==> src/pmc_pkg.sv <==
// Purpose: Shared constants for the power mode control block.
// Assumes: Avalon-MM byte addresses, 32-bit data, word-aligned registers.
// Notes: Offsets are relative to the power unit base address.
package pmc_pkg;

	// Bus geometry
	localparam int PMC_ADDR_W = 4;
	localparam int PMC_DATA_W = 32;
	localparam int PMC_BE_W = 4;

	// Power unit placement on the peripheral bus
	localparam logic [31:0] PMC_BASE_ADDR = 32'h4000_7000;
	localparam logic [PMC_ADDR_W-1:0] PMC_CTL_OFFSET = 4'h0;
	localparam logic [PMC_ADDR_W-1:0] PMC_FLAGS_OFFSET = 4'h4;

	// Control register reset value and writable bits
	localparam logic [31:0] PMC_CTL_RESET = 32'h0000_8000;
	localparam logic [31:0] PMC_CTL_WMASK = 32'h0034_c1f3;
	localparam logic [31:0] PMC_CTL_LOCK_MASK = 32'h0000_00f0;

	// Control register field positions
	localparam int PMC_BIT_SRAM2_OFF = 21;
	localparam int PMC_BIT_SRAM1_OFF = 20;
	localparam int PMC_BIT_LOW_DRIVE = 18;
	localparam int PMC_BIT_OV_THRESH = 15;
	localparam int PMC_BIT_OV_ENABLE = 14;
	localparam int PMC_BIT_BACKUP_WEN = 8;
	localparam int PMC_LSB_UV_THRESH = 5;
	localparam int PMC_UV_THRESH_W = 3;
	localparam int PMC_BIT_UV_ENABLE = 4;
	localparam int PMC_BIT_STBY_CLEAR = 3;
	localparam int PMC_BIT_WAKE_CLEAR = 2;
	localparam int PMC_BIT_STBY_SEL = 1;
	localparam int PMC_BIT_REG_LP = 0;

	// Flags register field positions
	localparam int PMC_BIT_STBY_FLAG = 1;
	localparam int PMC_BIT_WAKE_FLAG = 0;
	localparam int PMC_NUM_FLAGS = 2;

	// Accepted byte-enable patterns
	localparam logic [PMC_BE_W-1:0] PMC_BE_LOW_HALF = 4'h3;
	localparam logic [PMC_BE_W-1:0] PMC_BE_HIGH_HALF = 4'hc;
	localparam logic [PMC_BE_W-1:0] PMC_BE_WORD = 4'hf;

	// Low-power sequencing states, Gray coded along run, deep-sleep, standby
	typedef enum logic [1:0] {
		PMC_ST_RUN = 2'b00,
		PMC_ST_DEEP = 2'b01,
		PMC_ST_STBY = 2'b11
	} pmc_state_t;

endpackage

==> src/pmc_bus_port.sv <==
// Purpose: Avalon-MM wait handshake for the power mode control slave.
// Assumes: Master holds read or write until it sees waitrequest low.
// Notes: Two-cycle answer: sample edge, then commit edge.
module pmc_bus_port (
	input wire logic core_clk_i,
	input wire logic reset_n_i,
	input wire logic read_i,
	input wire logic write_i,
	output logic waitrequest_o,
	output logic sample_o,
	output logic commit_o
);

	logic req;

	// Request seen while stalled, then released for one edge
	assign req = read_i | write_i;
	assign sample_o = req & waitrequest_o;
	assign commit_o = req & ~waitrequest_o;

	// Wait flop drops for one cycle per request
	always_ff @(posedge core_clk_i or negedge reset_n_i) begin
		if (!reset_n_i) begin
			waitrequest_o <= 1'b1;
		end else if (sample_o) begin
			waitrequest_o <= 1'b0;
		end else begin
			waitrequest_o <= 1'b1;
		end
	end

endmodule

==> src/pmc_sticky_flag.sv <==
// Purpose: One sticky status flag with set priority.
// Assumes: Set and clear come from logic on the same clock.
// Notes: A set in the clearing cycle keeps the flag high.
module pmc_sticky_flag (
	input wire logic core_clk_i,
	input wire logic reset_n_i,
	input wire logic set_i,
	input wire logic clear_i,
	output logic flag_o
);

	// Set wins over clear
	always_ff @(posedge core_clk_i or negedge reset_n_i) begin
		if (!reset_n_i) begin
			flag_o <= 1'b0;
		end else if (set_i) begin
			flag_o <= 1'b1;
		end else if (clear_i) begin
			flag_o <= 1'b0;
		end
	end

endmodule

==> src/pmc_power_mode_ctrl.sv <==
// Purpose: Power mode control register, status flags and sleep choice.
// Assumes: reset_n_i is the power-on reset; other inputs share core_clk_i.
// Notes: Byte-only writes are answered but change nothing.
module pmc_power_mode_ctrl (
	input wire logic core_clk_i,
	input wire logic reset_n_i,
	input wire logic sys_reset_i,
	input wire logic standby_wake_reset_i,
	input wire logic [pmc_pkg::PMC_ADDR_W-1:0] avs_address_i,
	input wire logic avs_read_i,
	input wire logic avs_write_i,
	input wire logic [pmc_pkg::PMC_BE_W-1:0] avs_byteenable_i,
	input wire logic [pmc_pkg::PMC_DATA_W-1:0] avs_writedata_i,
	output logic [pmc_pkg::PMC_DATA_W-1:0] avs_readdata_o,
	output logic avs_waitrequest_o,
	input wire logic undervoltage_config_lock_i,
	input wire logic processor_deep_sleep_request_i,
	input wire logic internal_8mhz_oscillator_busy_i,
	input wire logic wakeup_event_i,
	output logic sram_bank2_off_o,
	output logic sram_bank1_off_o,
	output logic low_drive_enable_o,
	output logic overvoltage_threshold_sel_o,
	output logic overvoltage_detect_enable_o,
	output logic backup_write_enable_o,
	output logic [pmc_pkg::PMC_UV_THRESH_W-1:0] undervoltage_threshold_sel_o,
	output logic undervoltage_detect_enable_o,
	output logic standby_select_o,
	output logic standby_flag_clear_o,
	output logic wakeup_flag_clear_o,
	output logic standby_flag_o,
	output logic wakeup_flag_o,
	output logic deep_sleep_active_o,
	output logic standby_active_o,
	output logic regulator_low_power_o
);

	import pmc_pkg::*;

	// Bus decode, control word and flag nets
	logic bus_sample;
	logic bus_commit;
	logic hit_ctl;
	logic hit_flags;
	logic lanes_ok;
	logic ctl_write;
	logic [31:0] lane_mask;
	logic [31:0] write_mask;
	logic [31:0] power_mode_control_reg;
	logic [31:0] power_mode_control_next;
	logic [31:0] read_word;
	logic [PMC_NUM_FLAGS-1:0] flag_set;
	logic [PMC_NUM_FLAGS-1:0] flag_clear;
	logic [PMC_NUM_FLAGS-1:0] flag_value;
	logic ctl_reload;
	logic stby_clear_req;
	logic wake_clear_req;
	logic enter_deep;
	logic enter_stby;
	// Sleep sequencing state
	pmc_state_t state_reg;
	pmc_state_t state_next;

	// Bus wait handshake
	pmc_bus_port u_bus_port (
		.core_clk_i(core_clk_i),
		.reset_n_i(reset_n_i),
		.read_i(avs_read_i),
		.write_i(avs_write_i),
		.waitrequest_o(avs_waitrequest_o),
		.sample_o(bus_sample),
		.commit_o(bus_commit)
	);

	assign hit_ctl = (avs_address_i[PMC_ADDR_W-1:2] == PMC_CTL_OFFSET[PMC_ADDR_W-1:2]);
	assign hit_flags = (avs_address_i[PMC_ADDR_W-1:2] == PMC_FLAGS_OFFSET[PMC_ADDR_W-1:2]);

	assign lanes_ok = (avs_byteenable_i == PMC_BE_LOW_HALF) ||
		(avs_byteenable_i == PMC_BE_HIGH_HALF) ||
		(avs_byteenable_i == PMC_BE_WORD);

	// Write to the control word takes effect at the commit edge
	assign ctl_write = bus_commit & avs_write_i & hit_ctl & lanes_ok;

	// Expand byte enables into a bit mask
	always_comb begin
		lane_mask = {{8{avs_byteenable_i[3]}}, {8{avs_byteenable_i[2]}},
			{8{avs_byteenable_i[1]}}, {8{avs_byteenable_i[0]}}};
	end

	always_comb begin
		write_mask = lane_mask & PMC_CTL_WMASK;
		if (undervoltage_config_lock_i) begin
			write_mask = write_mask & ~PMC_CTL_LOCK_MASK;
		end
	end

	always_comb begin
		power_mode_control_next = (power_mode_control_reg & ~write_mask) |
			(avs_writedata_i & write_mask);
	end

	// reload on system reset or standby wakeup
	assign ctl_reload = sys_reset_i | standby_wake_reset_i;

	// Control register storage
	always_ff @(posedge core_clk_i or negedge reset_n_i) begin
		if (!reset_n_i) begin
			power_mode_control_reg <= PMC_CTL_RESET;
		end else if (ctl_reload) begin
			power_mode_control_reg <= PMC_CTL_RESET;
		end else if (ctl_write) begin
			power_mode_control_reg <= power_mode_control_next;
		end
	end

	// standby clear request from low lane
	assign stby_clear_req = ctl_write & avs_byteenable_i[0] & avs_writedata_i[PMC_BIT_STBY_CLEAR];
	// wakeup clear request from low lane
	assign wake_clear_req = ctl_write & avs_byteenable_i[0] & avs_writedata_i[PMC_BIT_WAKE_CLEAR];

	always_ff @(posedge core_clk_i or negedge reset_n_i) begin
		if (!reset_n_i) begin
			standby_flag_clear_o <= 1'b0;
			wakeup_flag_clear_o <= 1'b0;
		end else begin
			standby_flag_clear_o <= stby_clear_req;
			wakeup_flag_clear_o <= wake_clear_req;
		end
	end

	// Flag set sources
	always_comb begin
		flag_set = '0;
		flag_set[PMC_BIT_STBY_FLAG] = (state_reg != PMC_ST_STBY) && (state_next == PMC_ST_STBY);
		flag_set[PMC_BIT_WAKE_FLAG] = wakeup_event_i;
	end

	// standby flag cleared by its pulse only
	// wakeup flag also cleared by system reset
	always_comb begin
		flag_clear = '0;
		flag_clear[PMC_BIT_STBY_FLAG] = standby_flag_clear_o;
		flag_clear[PMC_BIT_WAKE_FLAG] = wakeup_flag_clear_o | sys_reset_i;
	end

	// One sticky cell per status flag
	genvar gi;
	generate
		for (gi = 0; gi < PMC_NUM_FLAGS; gi++) begin : g_flag
			pmc_sticky_flag u_flag (
				.core_clk_i(core_clk_i),
				.reset_n_i(reset_n_i),
				.set_i(flag_set[gi]),
				.clear_i(flag_clear[gi]),
				.flag_o(flag_value[gi])
			);
		end
	endgenerate

	// Flag outputs come straight from the sticky cells
	assign standby_flag_o = flag_value[PMC_BIT_STBY_FLAG];
	assign wakeup_flag_o = flag_value[PMC_BIT_WAKE_FLAG];

	assign enter_deep = processor_deep_sleep_request_i & ~power_mode_control_reg[PMC_BIT_STBY_SEL];
	assign enter_stby = processor_deep_sleep_request_i & power_mode_control_reg[PMC_BIT_STBY_SEL];

	// Sleep sequencing next state
	always_comb begin
		state_next = state_reg;
		case (state_reg)
			PMC_ST_RUN: begin
				if (enter_stby) begin
					state_next = PMC_ST_STBY;
				end else if (enter_deep) begin
					state_next = PMC_ST_DEEP;
				end
			end
			PMC_ST_DEEP: begin
				if (!processor_deep_sleep_request_i) begin
					state_next = PMC_ST_RUN;
				end
			end
			PMC_ST_STBY: begin
				if (standby_wake_reset_i) begin
					state_next = PMC_ST_RUN;
				end
			end
			default: begin
				state_next = PMC_ST_RUN;
			end
		endcase
		if (sys_reset_i) begin
			state_next = PMC_ST_RUN;
		end
	end

	// Sleep state register
	always_ff @(posedge core_clk_i or negedge reset_n_i) begin
		if (!reset_n_i) begin
			state_reg <= PMC_ST_RUN;
		end else begin
			state_reg <= state_next;
		end
	end

	// Mode indications
	always_ff @(posedge core_clk_i or negedge reset_n_i) begin
		if (!reset_n_i) begin
			deep_sleep_active_o <= 1'b0;
			standby_active_o <= 1'b0;
		end else begin
			deep_sleep_active_o <= (state_next == PMC_ST_DEEP);
			standby_active_o <= (state_next == PMC_ST_STBY);
		end
	end

	// Deep-sleep options act only in deep-sleep
	always_ff @(posedge core_clk_i or negedge reset_n_i) begin
		if (!reset_n_i) begin
			sram_bank2_off_o <= 1'b0;
			sram_bank1_off_o <= 1'b0;
			low_drive_enable_o <= 1'b0;
			regulator_low_power_o <= 1'b0;
		end else begin
			sram_bank2_off_o <= (state_next == PMC_ST_DEEP) && power_mode_control_next_q(PMC_BIT_SRAM2_OFF);
			sram_bank1_off_o <= (state_next == PMC_ST_DEEP) && power_mode_control_next_q(PMC_BIT_SRAM1_OFF);
			low_drive_enable_o <= (state_next == PMC_ST_DEEP) && power_mode_control_next_q(PMC_BIT_LOW_DRIVE);
			regulator_low_power_o <= (state_next == PMC_ST_DEEP) &&
				power_mode_control_next_q(PMC_BIT_REG_LP) && !internal_8mhz_oscillator_busy_i;
		end
	end

	// Value the control word holds after this edge
	function automatic logic power_mode_control_next_q(input int bit_idx);
		logic [31:0] word;
		word = power_mode_control_reg;
		if (ctl_reload) begin
			word = PMC_CTL_RESET;
		end else if (ctl_write) begin
			word = power_mode_control_next;
		end
		return word[bit_idx];
	endfunction

	// Detector, backup and mode settings follow the register
	always_ff @(posedge core_clk_i or negedge reset_n_i) begin
		if (!reset_n_i) begin
			overvoltage_threshold_sel_o <= PMC_CTL_RESET[PMC_BIT_OV_THRESH];
			overvoltage_detect_enable_o <= PMC_CTL_RESET[PMC_BIT_OV_ENABLE];
			backup_write_enable_o <= PMC_CTL_RESET[PMC_BIT_BACKUP_WEN];
			undervoltage_threshold_sel_o <= PMC_CTL_RESET[PMC_LSB_UV_THRESH +: PMC_UV_THRESH_W];
			undervoltage_detect_enable_o <= PMC_CTL_RESET[PMC_BIT_UV_ENABLE];
			standby_select_o <= PMC_CTL_RESET[PMC_BIT_STBY_SEL];
		end else begin
			overvoltage_threshold_sel_o <= power_mode_control_next_q(PMC_BIT_OV_THRESH);
			overvoltage_detect_enable_o <= power_mode_control_next_q(PMC_BIT_OV_ENABLE);
			backup_write_enable_o <= power_mode_control_next_q(PMC_BIT_BACKUP_WEN);
			undervoltage_threshold_sel_o <= {power_mode_control_next_q(PMC_LSB_UV_THRESH + 2),
				power_mode_control_next_q(PMC_LSB_UV_THRESH + 1),
				power_mode_control_next_q(PMC_LSB_UV_THRESH)};
			undervoltage_detect_enable_o <= power_mode_control_next_q(PMC_BIT_UV_ENABLE);
			standby_select_o <= power_mode_control_next_q(PMC_BIT_STBY_SEL);
		end
	end

	// Read mux, clear bits always zero
	always_comb begin
		read_word = '0;
		if (hit_ctl) begin
			read_word = power_mode_control_reg;
			read_word[PMC_BIT_STBY_CLEAR] = 1'b0;
			read_word[PMC_BIT_WAKE_CLEAR] = 1'b0;
		end else if (hit_flags) begin
			read_word[PMC_BIT_STBY_FLAG] = flag_value[PMC_BIT_STBY_FLAG];
			read_word[PMC_BIT_WAKE_FLAG] = flag_value[PMC_BIT_WAKE_FLAG];
		end
	end

	// Read data captured at the sample edge, held through commit
	always_ff @(posedge core_clk_i or negedge reset_n_i) begin
		if (!reset_n_i) begin
			avs_readdata_o <= '0;
		end else if (bus_sample && avs_read_i) begin
			avs_readdata_o <= read_word;
		end
	end

endmodule

==> config.mk <==
export PLATFORM = sky130hd
export DESIGN_NAME = pmc_power_mode_ctrl
export DESIGN_NICKNAME = d
export VERILOG_FILES = /design/src/pmc_pkg.sv /design/src/pmc_bus_port.sv /design/src/pmc_sticky_flag.sv /design/src/pmc_power_mode_ctrl.sv
export SDC_FILE = /design/constraint.sdc
export NUM_CORES = 1
export LEC_CHECK = 0
export ABC_CLOCK_PERIOD_IN_PS = 2700
export BUFFER_PORTS_ARGS = -buffer_cell sky130_fd_sc_hd__buf_2
export CORE_AREA = 2 2 66 68
export CTS_CLUSTER_DIAMETER = 100
export DETAILED_ROUTE_END_ITERATION = 16
export DIE_AREA = 0 0 68 70
export PLACE_DENSITY = 0.82
export SLEW_MARGIN = 10
export SYNTH_ARGS = -nofsm -noshare
export SYNTH_HDL_FRONTEND = slang
export SYNTH_HIERARCHICAL = 1
export SYNTH_SLANG_ARGS = --single-unit
==> constraint.sdc <==
create_clock -name core_clk_i -period 2.7 [get_ports core_clk_i]
set_input_delay 0.135 -clock core_clk_i [delete_from_list [all_inputs] [get_ports core_clk_i]]
set_output_delay 0.135 -clock core_clk_i [all_outputs]
set_load 0.02 [all_outputs]
Word level (Yosys, flattened, before mapping):

Index checks and enable logic that the tools add are counted.

* bits in registers: 85
* input port bits: 50
* output and inout bits: 51
* logic and storage cells: 81

* eq/ne operators: 9
* multiplexer cells: 17
* bitwise operators: 19
* reductions and logical operators: 15

Operator list (count)
* 32-bit 2-to-1 mux: 2
* 32-bit by 22-bit bitwise AND with 32-bit output: 1
* 32-bit bitwise AND: 1
* 22-bit NOT with 32-bit output: 1
* 32-bit bitwise OR: 1
* 30-bit 2-to-1 mux: 1
* 2-bit 2-to-1 mux: 7
* 1-bit bitwise AND: 10
* 4-bit == test (second input constant): 2
* 8-bit 2-to-1 mux: 1
* 1-bit logical AND: 7
* 2-bit by 1-bit == test with 1-bit output (second input constant): 3
* 2-bit one-hot mux with 3 select lines: 1
* 2-bit nonzero test: 3
* 1-bit 2-to-1 mux: 5
* 2-bit == test (second input constant): 2
* 4-bit by 2-bit == test with 1-bit output (second input constant): 1
* 2-bit zero test: 2
* 1-bit bitwise OR: 3
* 1-bit logical OR: 2
* 2-bit != test (second input constant): 1
* 1-bit NOT: 2
* 1-bit zero test: 1

Logic depth before layout (Yosys ltp):

Gate-level depths: netlist (run 1).

* word-level depth: 9
* gate-level depth with buffers: 5

Modules after synthesis:

Netlist (run 1), hierarchy kept.

By module, submodules not included
* pmc_power_mode_ctrl: times used 1, cells each 156, area each 1731.7 µm², seq. area each 877.1 µm²
* pmc_sticky_flag: times used 2, cells each 3, area each 36.3 µm², seq. area each 25.0 µm²
* pmc_bus_port: times used 1, cells each 4, area each 48.8 µm², seq. area each 26.3 µm²

Worst setup path before layout (run 1):

OpenSTA, ideal clock, no wires.

* kind: register -> register
* start: register u_bus_port.waitrequest_o
* end: register low_drive_enable_o
* library setup time: 0.126 ns
* arrival: 1.406 ns
* required time: 2.574 ns
* path slack: 1.168 ns
* stages on the path, launching flop included: 6
* path buffers: 1
* path through: dfstp_2 o21ba_1 and4bb_2 o2111a_1 buf_2 mux2i_1

* cells in the longest elaborated chain, start to end: 8

RTL lines
* start, declared: RTL line pmc_bus_port.sv:9 `output logic waitrequest_o,`
* start signal, assigned: RTL line pmc_bus_port.sv:24 `waitrequest_o <= 1'b1;`
* start signal, assigned: RTL line pmc_bus_port.sv:26 `waitrequest_o <= 1'b0;`
* start signal, assigned: RTL line pmc_bus_port.sv:28 `waitrequest_o <= 1'b1;`
* 1-bit NOT: RTL line pmc_bus_port.sv:19 `assign commit_o = req & ~waitrequest_o;`
* 1-bit bitwise AND: RTL line pmc_bus_port.sv:19
* named net bus_commit: RTL line pmc_power_mode_ctrl.sv:42 `logic bus_commit;`
* 1-bit bitwise AND (3 in a row): RTL line pmc_power_mode_ctrl.sv:83 `assign ctl_write = bus_commit & avs_write_i & hit_ctl & lanes_ok;`
* 32-bit 2-to-1 mux (2 in a row)
* 1-bit logical AND: RTL line pmc_power_mode_ctrl.sv:228 `low_drive_enable_o <= (state_next == PMC_ST_DEEP) && power_mode_control_next_q(PMC_BIT_LOW_DRIVE);`
* end signal, assigned: RTL line pmc_power_mode_ctrl.sv:228
* end, declared: RTL line pmc_power_mode_ctrl.sv:22 `output logic low_drive_enable_o,`

The timed path passes the listed nets, and every way through them passes these cells. The select of a mux whose other input is x is not followed.
A chain may end at the register's enable or synchronous reset.

Final worst setup path (run 1):

* start: register u_bus_port.waitrequest_o
* end: register avs_readdata_o[7] (netlist name)

* cells in the longest elaborated chain, start to end: 2

RTL lines
* 1-bit bitwise AND: RTL line pmc_bus_port.sv:18 `assign sample_o = req & waitrequest_o;`
* named net bus_sample: RTL line pmc_power_mode_ctrl.sv:41 `logic bus_sample;`
* 1-bit logical AND: RTL line pmc_power_mode_ctrl.sv:284 `end else if (bus_sample && avs_read_i) begin`
* end signal, assigned: RTL line pmc_power_mode_ctrl.sv:285 `avs_readdata_o <= read_word;`
* end, declared: RTL line pmc_power_mode_ctrl.sv:14 `output logic [pmc_pkg::PMC_DATA_W-1:0] avs_readdata_o,`

The timed path passes the listed nets, and every way through them passes these cells.

==> qor.txt, run 1 <==
Status = completed
Clock Sinks = 38
Final Cell Area = 2230 um^2
Hold WC Path Type = input port to register
Synth top area cells = dfrtp_1 49%, buf_4 8.9%, mux2i_1 8.1%
Commonest non-fill, non-tap cell in the layout = buf_2
Final worst path period share = 67.54%
Critical path depth = 4
Worst-Skew Late Latency = 0.28 ns
Mapped Cells = 166
Power Density = 490.4 nW/um^2
Hold Path Stages = 2
Die span in x = 68 um
Top cell type by total area after synthesis = dfrtp_1
Core Footprint = 4144 um^2
Slowest Stage Delay on Critical Path = 0.58 ns
Max_cap viols = 0
Initial Utilization = 44.72%
Leakage power = 1.175 nW
Warnings, synthesis = 6
Synth top area share = 48.62%
R2R setup slack = 0.88 ns
Final wirelength = 3644 um
Crit path DAT = 2.04 ns
First-pass GRT wire length = 5996 um
PortBufs = 78
Die Y = 70 um
Synth Area per Inst = 11.16 um^2
CTS tree = built
Setup crit end kind = register
Worst-path cell chain = o21a_1 > nand2_1 > nor3_2 > a22o_1
Vias per inst = 4.942
Htree depth = 2
Clock skew = 0.002763 ns
Fill count = 380
Via count = 1374
Drt initial violations = 54
GPL Wtd Cong = 0.8786
Post-layout worst setup margin = 0.8764 ns
TritonCTS buffer count = 5
ANT cells = 0
Final Setup Violations = 0
CP max-delay cell = nor3_2
Hold Path End = regulator_low_power_o
Antenna-violating nets left = 0
Share of cells above drive strength 1 = 42.48%
R2r startpoint = u_bus_port/waitrequest_o
DR WL/cell = 13.11 um
I/O pins = 101
Layout Nets = 275
Count of different cell masters after synthesis = 36
Worst path bufs/invs = 0
Root Buffer = clkbuf_8
Slew Limit Fails = 0
EDFF count, synth = 0
Dpl cell area = 2128 um^2
CP startpoint kind = register
Max Clock Freq = 0.5484 GHz
Total GRT Usage = 16.34%
Largest register FFs = 13
Crit Reg-Reg Endpoint = avs_readdata_o[7]
RSZ-0062 raised after global routing = no
Reg clk slew, reported paths = 0.07 ns
Max_slew headroom = 44.75%
Gr ovfl total = 0
Setup slack at placement = 0.8738 ns
Initial antenna violation count = 0
Top delay family on crit path = simple AND/OR/NAND/NOR gates
Row count = 24
Worst-margin pin slew = 0.8287 ns
Data required time of the worst path = 2.92 ns
Setup TNS = 0 ns
1st-pass router iterations = 4
Commonest register cell after synthesis = dfrtp_1
Die area = 4760 um^2
Post-synthesis sequential area ratio = 51.45%
Crit-path max FO = 16
Pin count of the biggest net entering global routing = 39
Tmin final = 1.824 ns
Share of flip-flops with an asynchronous set or reset = 100.0%
Maximum VDD drop = 327.6 uV
Vias in the first global route = 1255
Fin. Hold Viols = 0
Crit path kind = register to register
Min-Delay Startpoint = internal_8mhz_oscillator_busy_i
DRC Markers = 0
Most frequent cells in the layout = 78 x buf_2, 36 x dfrtp_1, 25 x nand2_1, 15 x mux2i_1, 10 x a22o_1
Max Buffers Root-to-Sink = 2
#FFs+latches synth = 38
Post-Syn Area = 1853 um^2
Worst reg2reg path depth = 4
Area growth syn-to-layout = 20.32%
Post-DP HPWL = 2789 um
power by group:
group	switching, mW	total [mW]	leakage, nW	internal [mW]
clock	0.180	0.386	0.0482	0.206
sequential	0.00643	0.588	0.516	0.581
combinational	0.0756	0.119	0.611	0.0438
total	0.262	1.09	1.18	0.831
kinds of logic after synthesis:
logic type             count (synthesis)  share of synthesized area [%]
other                                  1                         0.2024
AO/OA/AOI/OAI                         25                          10.53
multiplexers                          15                          8.102
flip-flops                            38                          51.45
AND/OR/NAND/NOR                       54                          17.49
buffers and inverters                 31                          10.87
XOR/XNOR                               2                          1.351
cell type report:
type	instances	area [um^2]	share of cell area, %
Clock buffer	7	86.33	3.872
Clock inverter	1	5.005	0.2245
Inverter	2	7.507	0.3367
Multi-Input combinational cell	98	704.4	31.59
Sequential cell	38	953.4	42.76
Tap cell	52	65.06	2.918
Timing Repair Buffer	80	407.9	18.29
cell usage after synthesis, types with 2 or more instances:
master and number:
nor2_1 3, o21ai_0 3, a22o_1 10, clkbuf_1 5
mux2i_1 15, nand4_1 7, nand2_1 25, buf_4 22
and2_1 6, dfrtp_1 36, nand2b_1 2, inv_1 2
a21o_1 2, dfstp_2 2, o31ai_1 3, buf_2 2
nor4_1 2
what timing repair did:
action                                  in CTS  in global routing
gates resized for setup                      0                  0
buffers inserted                             0                  0
hold endpoints to repair                    36                  0
hold buffers                                 1                  0
endpoints found under the setup margin       0                  0
layer usage:
layer | GRT usage (%) | part of all wire, %
met1 | 23.51 | 44
met2 | 24.06 | 47
met3 | 4.509 | 7.4
met4 | 4.667 | 0.80
met5 | 0 | 0
per-stage QoR:
stage          cells  power, mW  util [%]  hold WS (ns)
2_1_floorplan    167     0.6624         -       -0.1606
3_3_place_gp     269     0.7161     51.36        0.2824
3_5_place_dp     269     0.7186     51.36        0.2826
4_1_cts          278      1.107     53.80      0.007028
5_1_grt          278      1.144     53.80      0.001903
6_report         278      1.093     53.80       0.01381
worst max path at each step:
stage                                  start                  to  slack (ns)
finish              u_bus_port/waitrequest_o   avs_readdata_o[7]        0.88
CTS                 u_bus_port/waitrequest_o   avs_readdata_o[5]        0.86
detailed placement  u_bus_port/waitrequest_o   avs_readdata_o[5]        0.87
global route        u_bus_port/waitrequest_o   avs_readdata_o[8]        0.66
global placement    u_bus_port/waitrequest_o  avs_readdata_o[20]        0.90
floorplan           u_bus_port/waitrequest_o  low_drive_enable_o        1.17
Note: power is estimated with default switching activity, not from simulation.
==> run 2: changes to the inputs <==
Settings changed: ABC_CLOCK_PERIOD_IN_PS 2700 to 1700, CORE_AREA 2 2 66 68 to 2 2 68 70, DIE_AREA 0 0 68 70 to 0 0 70 72, PLACE_DENSITY 0.82 to 0.78.
Clock period 2.7 ns to 1.7 ns, I/O delays scaled along.
==> qor.txt, run 2 (synthesis results as in run 1) <==
Status = completed
Leakage power = 1.253 nW
Root Buffer = clkbuf_8
Max Buffers Root-to-Sink = 2
Most frequent cells in the layout = 78 x buf_2, 36 x dfrtp_1, 25 x nand2_1, 15 x mux2i_1, 10 x a22o_1
Switching Share = 23.40%
Initial antenna violation count = 0
Area growth syn-to-layout = 28.56%
PortBufs = 78
Pin count of the biggest net entering global routing = 39
Hold Slack = 0.01863 ns
GPL Wtd Cong = 0.8641
Setup crit end kind = register
Power Internal = 1.446 mW
Tmin final = 1.597 ns
Gr ovfl total = 0
Max_cap viols = 0
Data required time of the worst path = 1.90 ns
Maximum VDD drop = 630.7 uV
DRC Markers = 0
Clock skew = 0.003784 ns
Crit-path max FO = 6
Core Footprint = 4264 um^2
DR WL/cell = 13.20 um
TritonCTS buffer count = 5
Vias in the first global route = 1383
Setup TNS = 0 ns
Initial Utilization = 43.46%
Crit path kind = register to register
Final Setup Violations = 0
Slew Limit Fails = 0
Worst-Skew Late Latency = 0.28 ns
Die span in x = 70 um
Commonest non-fill, non-tap cell in the layout = buf_2
Final wirelength = 3842 um
ANT cells = 0
CP startpoint kind = register
Vias per inst = 5.021
Max Clock Freq = 0.6262 GHz
Fin. Hold Viols = 0
Drt initial violations = 95
Hold WC Path Type = input port to register
Post-DP HPWL = 2946 um
Die Y = 72 um
I/O pins = 101
Final worst path period share = 93.93%
Share of cells above drive strength 1 = 43.93%
Clock Sinks = 38
Antenna-violating nets left = 0
Sequential power share = 49.5%
Total GRT Usage = 16.23%
P_sw = 0.4416 mW
Power share of the clock group = 39.0%
Largest register FFs = 13
Layout Nets = 288
Die area = 5040 um^2
Row count = 24
Combinational group share of total power = 11.5%
Reg clk slew, reported paths = 0.07 ns
Power Density = 792.2 nW/um^2
Via count = 1461
1st-pass router iterations = 4
First-pass GRT wire length = 6458 um
CTS tree = built
Htree depth = 2
RSZ-0062 raised after global routing = no
Crit path DAT = 1.80 ns
==> run 2: changes by cell type in the layout (fill, tap and decap cells not counted) <==
cell,previous run,this run
bufinv_16,0,1
clkinv_2,1,2
buf_4,1,7
dlygate4sd3_1,1,6
buf_12,0,2
clkbuf_1,1,0
clkbuf_8,6,5
==> run 2: path summary, 6_finish.rpt <==
check | endpoint | slack [ns] | startpoint | cells after the start
max reg2reg | sram_bank1_off_o | 0.10 | u_bus_port/waitrequest_o | 5
min in group asynchronous | power_mode_control_reg[20] | 0.29 | reset_n_i | 3
min reg2reg | u_bus_port/waitrequest_o | 0.49 | u_bus_port/waitrequest_o | 1
max in group asynchronous | power_mode_control_reg[15] | 1.16 | reset_n_i | 3
min | deep_sleep_active_o | 0.02 | sys_reset_i | 2
max | sram_bank1_off_o | 0.10 | u_bus_port/waitrequest_o | 5
==> run 2: timing repair <==
item                                    in CTS  in global routing
hold endpoints to repair                    43                  0
gates resized for setup                      0                  0
endpoints found under the setup margin       0                  2
hold buffers                                 6                  0
buffers inserted                             0                  1
==> run 2: stage by stage <==
stage | total power [mW] | cell area [um^2] | worst slack, ns | util, % | instances
after CTS | 1.915 | 2375 | 0.05497 | 55.69 | 290
after floorplan | 1.052 | 1857 | 0.1680 | - | 167
after global routing | 1.967 | 2382 | 0.02009 | 55.87 | 291
after global placement | 1.155 | 2206 | 0.1288 | 51.73 | 276
after detailed placement | 1.159 | 2206 | 0.08206 | 51.73 | 276
final | 1.887 | 2382 | 0.1031 | 55.87 | 291
==> run 2: routing by layer <==
layer  GRT usage (%)  wire length, um  vias to the layer above
met5               0                0                        -
li1                -                -                      701
met1           20.05             1616                      696
met4           4.701               48                        0
met3           4.722              292                        5
met2           27.94             1885                       59
==> run 2: power by group through the flow <==
stage	combinational [mW]	sequential (mW)	clock, mW
2_1_floorplan	0.0816	0.971	0
3_3_place_gp	0.204	0.951	0
3_5_place_dp	0.208	0.951	0
4_1_cts	0.219	0.934	0.762
5_1_grt	0.240	0.936	0.791
6_report	0.217	0.934	0.736
==> run 2: area by class of cell <==
cell class | instances | area, um^2
fillers | 390 | 1882
flip-flops and latches | 38 | 953.4
multi-input cells | 98 | 704.4
repair buffers | 93 | 543.0
clock buffers | 5 | 68.82
well taps | 52 | 65.06
clock inverters | 3 | 40.04
inverters | 2 | 7.507
==> run 2: critical path, stage by stage, from the launching register on <==
cell      delay [ns]
dfstp_2         0.38
o21ba_1         0.27
and4bb_2        0.27
o2111a_1        0.25
buf_12          0.14
mux2i_1         0.20
